### config.mk
export PLATFORM = sky130hd
export DESIGN_NAME = gptmr_top
export DESIGN_NICKNAME = d
export VERILOG_FILES = /design/src/rtl/gptmr_top.v
export VERILOG_INCLUDE_DIRS = /design/src /design/src/include
export SDC_FILE = /design/constraint.sdc
export NUM_CORES = 1
export LEC_CHECK = 0
export BUFFER_PORTS_ARGS = -buffer_cell sky130_fd_sc_hd__buf_4
export CORE_UTILIZATION = 40
export CTS_CLUSTER_SIZE = 40
export DETAILED_ROUTE_END_ITERATION = 7
export SLEW_MARGIN = 10
export SYNTH_ARGS = -nofsm -noshare
export SYNTH_HDL_FRONTEND = slang
export SYNTH_SLANG_ARGS = --single-unit
### constraint.sdc
create_clock -name clk_sys -period 10.15 [get_ports clk_sys]
set_input_delay 0 -clock clk_sys [delete_from_list [all_inputs] [get_ports clk_sys]]
set_output_delay 0 -clock clk_sys [all_outputs]
set_load 0.05 [all_outputs]
### src/include/gptmr_regs.vh
// register offsets, field positions and reset values of the general purpose timer/counter
`ifndef GPTMR_REGS_VH
`define GPTMR_REGS_VH

// byte offsets (word aligned, 8-bit address)
`define GPT_ADDR_CTRL      8'h00
`define GPT_ADDR_COUNT     8'h04
`define GPT_ADDR_PRESCALE  8'h08
`define GPT_ADDR_PRECNT    8'h0C
`define GPT_ADDR_MATCHCTL  8'h10
`define GPT_ADDR_CAPCTL    8'h14
`define GPT_ADDR_EXTCTL    8'h18
`define GPT_ADDR_PWMCTL    8'h1C
`define GPT_ADDR_STATUS    8'h20
`define GPT_ADDR_MASK      8'h24
`define GPT_ADDR_MATCH0    8'h30
`define GPT_ADDR_CAPT0     8'h40

// control register fields
`define GPT_CTRL_ENABLE    0
`define GPT_CTRL_RESET     1
`define GPT_CTRL_MODE_LO   2
`define GPT_CTRL_MODE_HI   3
`define GPT_CTRL_CLRSEL_LO 4
`define GPT_CTRL_CLRSEL_HI 6

// count source modes
`define GPT_MODE_TIMER     2'h0
`define GPT_MODE_RISE      2'h1
`define GPT_MODE_FALL      2'h2
`define GPT_MODE_BOTH      2'h3

// external output actions
`define GPT_EXT_NONE       2'h0
`define GPT_EXT_LOW        2'h1
`define GPT_EXT_HIGH       2'h2
`define GPT_EXT_TOGGLE     2'h3

// status bit positions: match 0..3, capture 4..7
`define GPT_STAT_CAP_BASE  4

// reset values
`define GPT_RST_WORD       32'h0000_0000
`define GPT_RST_MATCH      32'hFFFF_FFFF

`endif

### src/rtl/gptmr_top.v
// general purpose 32-bit timer/counter with prescaler, capture, match, pwm and dma requests
//
// The register offsets and strobed register access are this design's own decisions.
`timescale 1ns/100ps
`include "gptmr_regs.vh"

// register map, byte offsets on an 8-bit address:
//   00 control: [0] run, [1] hold counter and prescaler at zero,
//      [3:2] count source, [6:4] clear-on-capture select (1..4, 0 off)
//   04 count (read only)       08 prescale value
//   0C prescale count (ro)     10 match control, 3 bits per match:
//      irq, reset, stop
//   14 capture control, 3 bits per input: rise, fall, irq
//   18 output action, 2 bits per match: none, low, high, toggle
//   1C pwm enable [3:0], dma enable [9:8] for matches 0 and 1
//   20 status, write one to clear: [3:0] match, [7:4] capture
//   24 interrupt mask, same layout as status
//   30..3C match shadows (read back the shadow, not the live value)
//   40..4C capture registers (read only)
// unmapped addresses ignore writes; they read zero except in 30..3F and 40..4F, where bits [3:2] pick the word.
// clock enable low freezes every register, read data included.
// counting: in timer mode the prescale counter steps every cycle; when it
// equals the prescale value it wraps and the main count steps, so the
// count rate is the tick rate over (prescale + 1).
// pwm, channels 0..2: the output rises on its own match and falls at the
// period boundary; use match 3 with reset-on-match as the period.
// a duty change written mid-period waits in the shadow until the boundary.
// stop-on-match clears the run bit; a write to control in that cycle loses.
// status set wins over a write-one-to-clear in the same cycle.
// limitation: pin edges are seen three cycles late and a pin level must
// last longer than one clock period, or the edge may be lost.

module gptmr_top #(
  parameter NCAP = 4,
  parameter NMAT = 4
) (
  // clock, reset, enable
  input  wire        clk_sys,
  input  wire        reset,
  input  wire        clk_en,
  // register port
  input  wire [7:0]  reg_addr,
  input  wire [31:0] reg_wdata,
  input  wire        reg_wr,
  input  wire        reg_rd,
  output reg  [31:0] reg_rdata,
  // pins
  input  wire        ext_clk,
  input  wire [3:0]  cap_in,
  output reg  [3:0]  match_out,
  // system
  output reg  [1:0]  dma_req,
  output reg         irq
);

  // ----------------------------------------------------------------
  // registers
  // ----------------------------------------------------------------
  reg  [31:0] count;
  reg  [31:0] prescale;
  reg  [31:0] precnt;
  reg  [6:0]  ctrl;
  reg  [11:0] match_ctl;      // per match: irq, reset, stop
  reg  [11:0] cap_ctl;        // per capture: rise, fall, irq
  reg  [7:0]  ext_ctl;        // per match: 2-bit output action
  reg  [3:0]  pwm_ctl;        // per match: pwm enable
  reg  [1:0]  dma_en;
  reg  [7:0]  status;
  reg  [7:0]  mask;
  reg  [31:0] match_val [0:3];
  reg  [31:0] match_shd [0:3];
  reg  [31:0] capt      [0:3];

  // synchronisers for pins
  reg  [4:0]  pin_s1;
  reg  [4:0]  pin_s2;
  reg  [4:0]  pin_d;

  // one loop variable per process, so no two processes share a driver
  integer i_cap;
  integer i_hit;
  integer i_cnt;
  integer i_reg;
  integer i_out;

  // bank decode for indexed banks, shared by write strobes and reads
  function is_bank;
    input [7:0] addr;
    input [7:0] base;
    begin
      is_bank = (addr[7:4] == base[7:4]);
    end
  endfunction

  // picks bit off of each 3-bit per-channel field, channel 0 in bit 0
  function [3:0] pick3;
    input [11:0] field;
    input [1:0]  off;
    integer      k;
    begin
      for (k = 0; k < 4; k = k + 1)
        pick3[k] = field[3*k + off];
    end
  endfunction

  // ----------------------------------------------------------------
  // pin sampling and edge detect
  // ----------------------------------------------------------------
  // two flops before any logic, third flop for edge history;
  // all reset low, the idle level of the pins, so no false edge follows reset
  always @(posedge clk_sys) begin
    if (reset) begin
      pin_s1 <= 5'h00;
      pin_s2 <= 5'h00;
      pin_d  <= 5'h00;
    end else if (clk_en) begin
      pin_s1 <= {ext_clk, cap_in};
      pin_s2 <= pin_s1;
      pin_d  <= pin_s2;
    end
  end

  wire [4:0] rise = pin_s2 & ~pin_d;
  wire [4:0] fall = ~pin_s2 & pin_d;

  // ----------------------------------------------------------------
  // count source and prescaler
  // ----------------------------------------------------------------
  wire [1:0] mode    = ctrl[`GPT_CTRL_MODE_HI:`GPT_CTRL_MODE_LO];
  wire       running = ctrl[`GPT_CTRL_ENABLE] & ~ctrl[`GPT_CTRL_RESET];
  reg        tick_src;

  // timer counts every cycle, counter counts sampled external edges
  always @* begin
    case (mode)
      `GPT_MODE_TIMER: tick_src = 1'b1;
      `GPT_MODE_RISE:  tick_src = rise[4];
      `GPT_MODE_FALL:  tick_src = fall[4];
      `GPT_MODE_BOTH:  tick_src = rise[4] | fall[4];
      default:         tick_src = 1'b0;
    endcase
  end

  wire pre_wrap = running & tick_src & (precnt == prescale);

  // ----------------------------------------------------------------
  // capture events
  // ----------------------------------------------------------------
  reg [3:0] cap_evt;
  always @* begin
    for (i_cap = 0; i_cap < 4; i_cap = i_cap + 1)
      cap_evt[i_cap] = (cap_ctl[3*i_cap] & rise[i_cap]) | (cap_ctl[3*i_cap+1] & fall[i_cap]);
  end

  // clear-on-capture: field value 1..4 selects capture 0..3, 0 is off;
  // the clear shares the capture's own edge, so the captured value is the
  // count reached just before the clear
  wire [2:0] clrsel   = ctrl[`GPT_CTRL_CLRSEL_HI:`GPT_CTRL_CLRSEL_LO];
  wire       cap_clr  = (clrsel != 3'h0) & (clrsel <= 3'h4) & cap_evt[clrsel[1:0] - 2'h1];

  // ----------------------------------------------------------------
  // match detect
  // ----------------------------------------------------------------
  // a match is raised on the compare while the counter is moving;
  // comparing the value about to leave makes a reset period match+1 count steps
  reg [3:0] hit;
  always @* begin
    for (i_hit = 0; i_hit < 4; i_hit = i_hit + 1)
      hit[i_hit] = pre_wrap & (count == match_val[i_hit]);
  end

  // the period boundary is either a reset match or the natural wrap
  wire any_rst  = |(hit & pick3(match_ctl, 2'h1));
  wire any_stop = |(hit & pick3(match_ctl, 2'h2));
  wire period   = any_rst | (pre_wrap & (count == 32'hFFFF_FFFF));

  // ----------------------------------------------------------------
  // counter, prescaler, shadow reload
  // ----------------------------------------------------------------
  // a running pwm channel's shadow loads only at the period boundary, so a duty change never
  // lands mid-period and produces a runt pulse
  always @(posedge clk_sys) begin
    if (reset) begin
      count  <= `GPT_RST_WORD;
      precnt <= `GPT_RST_WORD;
      for (i_cnt = 0; i_cnt < 4; i_cnt = i_cnt + 1)
        match_val[i_cnt] <= `GPT_RST_MATCH;
    end else if (clk_en) begin
      // hold and clear-on-capture outrank counting, so a clearing capture
      // also beats a match in the same cycle
      if (ctrl[`GPT_CTRL_RESET] | cap_clr) begin
        count  <= `GPT_RST_WORD;
        precnt <= `GPT_RST_WORD;
      end else if (running & tick_src) begin
        if (pre_wrap) begin
          precnt <= `GPT_RST_WORD;
          if (any_rst)
            count <= `GPT_RST_WORD;
          else
            count <= count + 32'h0000_0001;
        end else begin
          precnt <= precnt + 32'h0000_0001;
        end
      end
      for (i_cnt = 0; i_cnt < 4; i_cnt = i_cnt + 1)
        if (period | ~running | ~pwm_ctl[i_cnt])
          match_val[i_cnt] <= match_shd[i_cnt];
    end
  end

  // ----------------------------------------------------------------
  // register writes and hardware updates of control state
  // ----------------------------------------------------------------
  wire       wr_stat  = reg_wr & (reg_addr == `GPT_ADDR_STATUS);
  wire [7:0] evt_bits = {cap_evt & pick3(cap_ctl, 2'h2), hit & pick3(match_ctl, 2'h0)};

  always @(posedge clk_sys) begin
    if (reset) begin
      ctrl      <= 7'h00;
      prescale  <= `GPT_RST_WORD;
      match_ctl <= 12'h000;
      cap_ctl   <= 12'h000;
      ext_ctl   <= 8'h00;
      pwm_ctl   <= 4'h0;
      dma_en    <= 2'h0;
      mask      <= 8'h00;
      status    <= 8'h00;
      for (i_reg = 0; i_reg < 4; i_reg = i_reg + 1) begin
        match_shd[i_reg] <= `GPT_RST_MATCH;
        capt[i_reg]      <= `GPT_RST_WORD;
      end
    end else if (clk_en) begin
      if (reg_wr) begin
        case (reg_addr)
          `GPT_ADDR_CTRL:     ctrl      <= reg_wdata[6:0];
          `GPT_ADDR_PRESCALE: prescale  <= reg_wdata;
          `GPT_ADDR_MATCHCTL: match_ctl <= reg_wdata[11:0];
          `GPT_ADDR_CAPCTL:   cap_ctl   <= reg_wdata[11:0];
          `GPT_ADDR_EXTCTL:   ext_ctl   <= reg_wdata[7:0];
          `GPT_ADDR_PWMCTL: begin
            pwm_ctl <= reg_wdata[3:0];
            dma_en  <= reg_wdata[9:8];
          end
          `GPT_ADDR_MASK:     mask      <= reg_wdata[7:0];
          default: ;
        endcase
        if (is_bank(reg_addr, `GPT_ADDR_MATCH0) & (reg_addr[1:0] == 2'h0))
          match_shd[reg_addr[3:2]] <= reg_wdata;
      end
      // stop on match clears enable; a same-cycle write loses to it
      if (any_stop)
        ctrl[`GPT_CTRL_ENABLE] <= 1'b0;
      for (i_reg = 0; i_reg < 4; i_reg = i_reg + 1)
        if (cap_evt[i_reg])
          capt[i_reg] <= count;
      // set wins over write-one-to-clear
      status <= (status & ~(wr_stat ? reg_wdata[7:0] : 8'h00)) | evt_bits;
    end
  end

  // ----------------------------------------------------------------
  // outputs: match pins, pwm, dma, irq
  // ----------------------------------------------------------------
  // pwm channel: low from period start, high from its own match;
  // match 3, meant as the period match, is never a pwm channel
  always @(posedge clk_sys) begin
    if (reset) begin
      match_out <= 4'h0;
      dma_req   <= 2'h0;
      irq       <= 1'b0;
    end else if (clk_en) begin
      // a pwm channel ignores its output action field
      for (i_out = 0; i_out < 4; i_out = i_out + 1) begin
        if (pwm_ctl[i_out] & (i_out < 3)) begin
          if (hit[i_out])
            match_out[i_out] <= 1'b1;
          else if (period)
            match_out[i_out] <= 1'b0;
        end else if (hit[i_out]) begin
          case (ext_ctl[2*i_out +: 2])
            `GPT_EXT_LOW:    match_out[i_out] <= 1'b0;
            `GPT_EXT_HIGH:   match_out[i_out] <= 1'b1;
            `GPT_EXT_TOGGLE: match_out[i_out] <= ~match_out[i_out];
            default:         match_out[i_out] <= match_out[i_out];
          endcase
        end
      end
      // one-cycle pulses: a held request would start a second transfer
      dma_req <= hit[1:0] & dma_en;
      // irq lags status by a cycle; software must allow for it after a clear
      irq     <= |(status & mask);
    end
  end

  // ----------------------------------------------------------------
  // register read
  // ----------------------------------------------------------------
  // read data lives one cycle and returns to zero, so no stale word lingers
  always @(posedge clk_sys) begin
    if (reset) begin
      reg_rdata <= `GPT_RST_WORD;
    end else if (clk_en) begin
      reg_rdata <= `GPT_RST_WORD;
      if (reg_rd) begin
        if (is_bank(reg_addr, `GPT_ADDR_MATCH0))
          reg_rdata <= match_shd[reg_addr[3:2]];
        else if (is_bank(reg_addr, `GPT_ADDR_CAPT0))
          reg_rdata <= capt[reg_addr[3:2]];
        else begin
          case (reg_addr)
            `GPT_ADDR_CTRL:     reg_rdata <= {25'h0, ctrl};
            `GPT_ADDR_COUNT:    reg_rdata <= count;
            `GPT_ADDR_PRESCALE: reg_rdata <= prescale;
            `GPT_ADDR_PRECNT:   reg_rdata <= precnt;
            `GPT_ADDR_MATCHCTL: reg_rdata <= {20'h0, match_ctl};
            `GPT_ADDR_CAPCTL:   reg_rdata <= {20'h0, cap_ctl};
            `GPT_ADDR_EXTCTL:   reg_rdata <= {24'h0, ext_ctl};
            `GPT_ADDR_PWMCTL:   reg_rdata <= {22'h0, dma_en, 4'h0, pwm_ctl};
            `GPT_ADDR_STATUS:   reg_rdata <= {24'h0, status};
            `GPT_ADDR_MASK:     reg_rdata <= {24'h0, mask};
            default:            reg_rdata <= `GPT_RST_WORD;
          endcase
        end
      end
    end
  end

endmodule

* Word-level counts from Yosys, hierarchy flattened
Memory sizes are Yosys's and may differ from the RTL's.
Cells that the tools add are included.
** Storage, ports and cells
- Register bits after elaboration :: 211
- Memories kept :: 3
- Word-level logic and storage cells :: 243
- RAM bits :: 384
** Memories
- capt :: depth 4, bits a word 32, rd ports 1, clocked after Yosys merged registers in 0, wr ports 4, RTL line gptmr_top.v:72 : reg [31:0] capt [0:3];
- match_shd :: depth 4, bits a word 32, rd ports 5, clocked after Yosys merged registers in 0, wr ports 4, RTL line gptmr_top.v:71 : reg [31:0] match_shd [0:3];
- match_val :: depth 4, bits a word 32, rd ports 4, clocked after Yosys merged registers in 0, wr ports 4, RTL line gptmr_top.v:70 : reg [31:0] match_val [0:3];
** Operators by class
- Reduce and logical (&&, ||, !) cells :: 36
- Magnitude comparators :: 2
- Muxes and demuxes :: 82
- Bitwise logic cells :: 63
- Add/subtract/negate cells :: 3
- Equality and inequality tests :: 32
** Operators by type and width (count)
- 2-to-1 mux 32 bit :: 19
- case mux 32 bit (10 select lines) :: 1
- equality test 32 bit :: 5
- adder 32 x 1 -> 32 bit, second input constant :: 2
- 2-to-1 mux 1 bit :: 54
- equality test 32 bit, second input constant :: 1
- equality test 8 x 5 -> 1 bit, second input constant :: 4
- OR reduction 32 bit :: 1
- AND reduction 3 bit :: 10
- AND 1 bit :: 20
- equality test 2 bit, second input constant :: 10
- bitwise OR 1 bit :: 20
- nonzero test 2 bit :: 10
- AND 4 bit :: 4
- AND 8 bit :: 2
- equality test 8 x 4 -> 1 bit, second input constant :: 2
- equality test 8 x 6 -> 1 bit, second input constant :: 2
- case mux 1 bit (3 select lines) :: 4
- AND reduction 4 bit :: 3
- nonzero test 4 bit :: 3
- AND 5 bit :: 2
- equality test 2 x 1 -> 1 bit, second input constant :: 5
- inverter 1 bit :: 10
- inverter 5 bit :: 2
- 19 further kinds :: 22

* Depth between registers and ports, before layout
- Word-level depth :: 17
- Mapped depth :: 11

* Least setup slack after synthesis
No wires, ideal clock.
- Path type :: input to register
- From :: in reg_addr[3]
- To :: mem match_shd[0][0] (enable)
- Arrival :: 3.269 ns
- Setup slack :: 6.411 ns
- Required time :: 9.680 ns
- Library setup time :: 0.470 ns
- Stages on the path :: 4
- Path through :: clkbuf_1 -> or4_1 -> clkbuf_1 -> o31ai_1
** RTL lines
- from (decl) :: RTL line gptmr_top.v:42 : input wire [7:0] reg_addr,
- to (decl) :: RTL line gptmr_top.v:71

==> flow_summary.toml <==
[detailed_routing]
viasPerCell = 5.99
final_routed_drc_violation_total = 0
drt-pass1-iter-count = 7
finalWirelength_um = 99800
initialDrtViolationCount = 2997
route.detailed.wl_per_inst_um = 28.4
final_antenna_net_count = 0
dr_total_vias = 21107

[sta]
rsz_0062_raised_after_global_routing = "false"
report.final.hold_viol_count = 0
max-slew-margin-rel = 0.207
clock-skew-final_ns = 0.0212
layout_worst_path_cycle_share = 0.413
final_critical_path_setup_slack_ns = 5.96
number_of_pins_exceeding_their_max_slew_limit_in_the_final_report = 0
finalSetupViolations = 0
finalSetupTns_ns = 0
timing_worst_slew_pin_value_ns = 1.19
timing.fmax_mhz = 239
finalCriticalPeriod_ns = 4.19

[floorplanning]
dieHeight_um = 266
x_dimension_of_the_die_um = 266
rows = 96
start_util = 0.405
core_area_sq_um = 68700
die_area_sq_um = 70700
design.portCount = 89

[global_routing]
via_count_of_the_first_global_routing_pass = 19883
number_of_antenna_violations_at_the_first_check_in_global_routing = 2
maximum_number_of_pins_on_one_net_before_global_route_repair = 135
grt_overflow_total = 0
grt_pass1_wl_um = 143000
gr-usage-all-layers = 0.280

[placement]
dp_wirelength_um = 69900
placedCellCount = 3356
gp_routability_congestion = 1.08
placement.setup.worst_slack_ns = 6.10
placedInstanceArea_sq_um = 29200
numPortBuffers = 88

[cells_and_area]
mostFrequentLayoutCell = "sky130_fd_sc_hd__edfxtp_1"
areaGrowthSynthToFinish_pct = 13.9
design.final.nets = 2591
post_route_cells_drive_above_1_share = 0.132
cell_area_after_layout_sq_um = 31700
final-instance-count-excl-fill = 3521
most-common-layout-cells = "sky130_fd_sc_hd__edfxtp_1 (384), sky130_fd_sc_hd__nand2_1 (319), sky130_fd_sc_hd__dfxtp_1 (211), sky130_fd_sc_hd__xor2_1 (193), sky130_fd_sc_hd__a21oi_1 (150)"

[synthesis]
synth_warnings = 0
synth_seq_area_share = 0.566
post_synth_net_total = 2547
post_synthesis_register_bit_count = 595
synth_instances = 2492
synth_edf_count = 384
synth-main-ff-cell = "sky130_fd_sc_hd__edfxtp_1"
syn_avg_cell_area_sq_um = 11.2
asyncSetResetFlopFracSynth = 0
synth.cell_area_sq_um = 27900
post_synth_num_cell_types = 76

[run_status]
outcome = "finished clean"

[setup_path]
path_max_fanout = 17
cp_cell_sequence = "xor2_1 -> nor4_1 -> nand4_1 -> nor2_1 -> a2111oi_4 -> nand2_1 -> o21a_1 -> buf_4"
worst_setup_path_end_kind = "flop"
cp_top_family = "simple AND/OR/NAND/NOR gates"
worstSetupPathType = "reg2reg"
arrival_ns = 4.53
launching_element_type_of_the_critical_path = "flop"
worst-path-buf-inv = 1
crit_path_max_incr_delay_ns = 0.75
worst-endpoint-required_ns = 10.48
slowest_stage = "sky130_fd_sc_hd__dfxtp_1"

[clock_tree]
clock_latency_on_the_worst_skew_pair_ns = 0.66
cts_tree = "yes"
tritoncts.num_buffers = 61
htree_num_levels = 2
post_cts_resize_count = 0
cts.path.max_buffers = 3
clock-sinks = 595
clk_pin_slew_ns = 0.06
clk_root_buf = "sky130_fd_sc_hd__clkbuf_16"

[power_and_ir_drop]
vdd_drop_max_mv = 0.137
powerDensity_nw_per_um2 = 167
static-leakage-power_nw = 11.0

[worst_hold_path]
hold_path_class = "in2reg"

[run]
maxCapViolCount = 0
==> final timing paths <==
check / from / cells after the start / to / slack (ns)
max reg2reg: count[4] / 8 / match_val[0][12] / 5.96
max: count[4] / 8 / match_val[0][12] / 5.96
min reg2reg: reg_rdata[5] / 2 / reg_rdata[5] / 0.47
min: reg_rd / 5 / reg_rdata[11] / 0.03
==> state kept, by name, summed over array words and instances (netlist names) <==
| signal | count |
|---|---|
| precnt | 32 |
| dma_en | 2 |
| pin_d | 5 |
| match_shd | 128 |
| status | 8 |
| match_ctl | 12 |
| irq | 1 |
| dma_req | 2 |
| capt | 128 |
| cap_ctl | 12 |
| pin_s2 | 5 |
| mask | 8 |
| match_out | 4 |
| ctrl | 7 |
| match_val | 128 |
| ext_ctl | 8 |
| count | 32 |
| pin_s1 | 5 |
| pwm_ctl | 4 |
| prescale | 32 |
| reg_rdata | 32 |
==> tightest hold or removal path, cell delays in order <==
cell and delay (ns):
sky130_fd_sc_hd__buf_4 0.12, sky130_fd_sc_hd__nand2_1 0.20, sky130_fd_sc_hd__a31oi_1 0.12, sky130_fd_sc_hd__a21oi_1 0.14, sky130_fd_sc_hd__nor2_1 0.05
==> cells by family (layout without fill, tap and decap cells) <==
group,Yosys count,after routing,share of synthesized area
AOI/OAI and AO/OA,377,377,0.0903
xor gates and xnor gates,202,202,0.0635
adders and majority gates,5,5,0.00225
buffers and inverters,264,361,0.0412
DFF,595,595,0.566
muxes,81,81,0.0579
other,0,1,0
and+or+nand+nor,968,968,0.179
==> synth_stat cells (56+ instances only) <==
library cell / instances / share of area
sky130_fd_sc_hd__nand2_1: 319 / 0.043
sky130_fd_sc_hd__mux4_2: 64 / 0.052
sky130_fd_sc_hd__xor2_1: 193 / 0.061
sky130_fd_sc_hd__nand2b_1: 130 / 0.029
sky130_fd_sc_hd__a21oi_1: 150 / 0.027
sky130_fd_sc_hd__and3_1: 148 / 0.033
sky130_fd_sc_hd__clkbuf_1: 119 / 0.016
sky130_fd_sc_hd__buf_2: 60 / 0.011
sky130_fd_sc_hd__inv_1: 56 / 0.0075
sky130_fd_sc_hd__nor2_1: 150 / 0.020
sky130_fd_sc_hd__edfxtp_1: 384 / 0.41
sky130_fd_sc_hd__dfxtp_1: 211 / 0.15
==> layer usage <==
layer / wire (um) / GRT usage / up-vias
met5: 13 / 0 / -
met4: 4970 / 0.131 / 2
met3: 10100 / 0.0491 / 222
met2: 43900 / 0.420 / 1242
met1: 40900 / 0.394 / 10538
li1: - / - / 9103
==> layout make-up <==
class,instances,area (sq um)
multi-input cells,1633,11000
fillers,6387,37000
repair buffers,188,1530
clock buffers,87,1690
inverters,57,214
well taps,931,1160
diodes,1,2.50
clock inverters,29,325
flip-flops and latches,595,15800
==> through the flow <==
| stage | hold WS [ns] | total power, W | util |
|---|---|---|---|
| floorplan | 0.136 | 0.00290 | - |
| global route | 0.0348 | 0.00543 | 0.462 |
| finish | 0.0271 | 0.00531 | 0.462 |
| global placement | 0.237 | 0.00305 | 0.425 |
| detailed placement | 0.248 | 0.00305 | 0.425 |
| CTS | 0.0170 | 0.00532 | 0.462 |
==> power breakdown <==
| group | leakage [nW] | internal (W) | switching (W) | total (W) |
|---|---|---|---|---|
| Combinational | 4.75 | 0.000108 | 0.000216 | 0.000324 |
| Clock | 0.970 | 0.00129 | 0.000997 | 0.00229 |
| Sequential | 5.31 | 0.00265 | 0.0000459 | 0.00270 |
==> repair_timing <==
action                    in CTS  in global routing
setup buffers                  0                  0
hold buffers                  48                  0
hold endpoints to repair     247                  0
(Power assumes the default switching activity.)
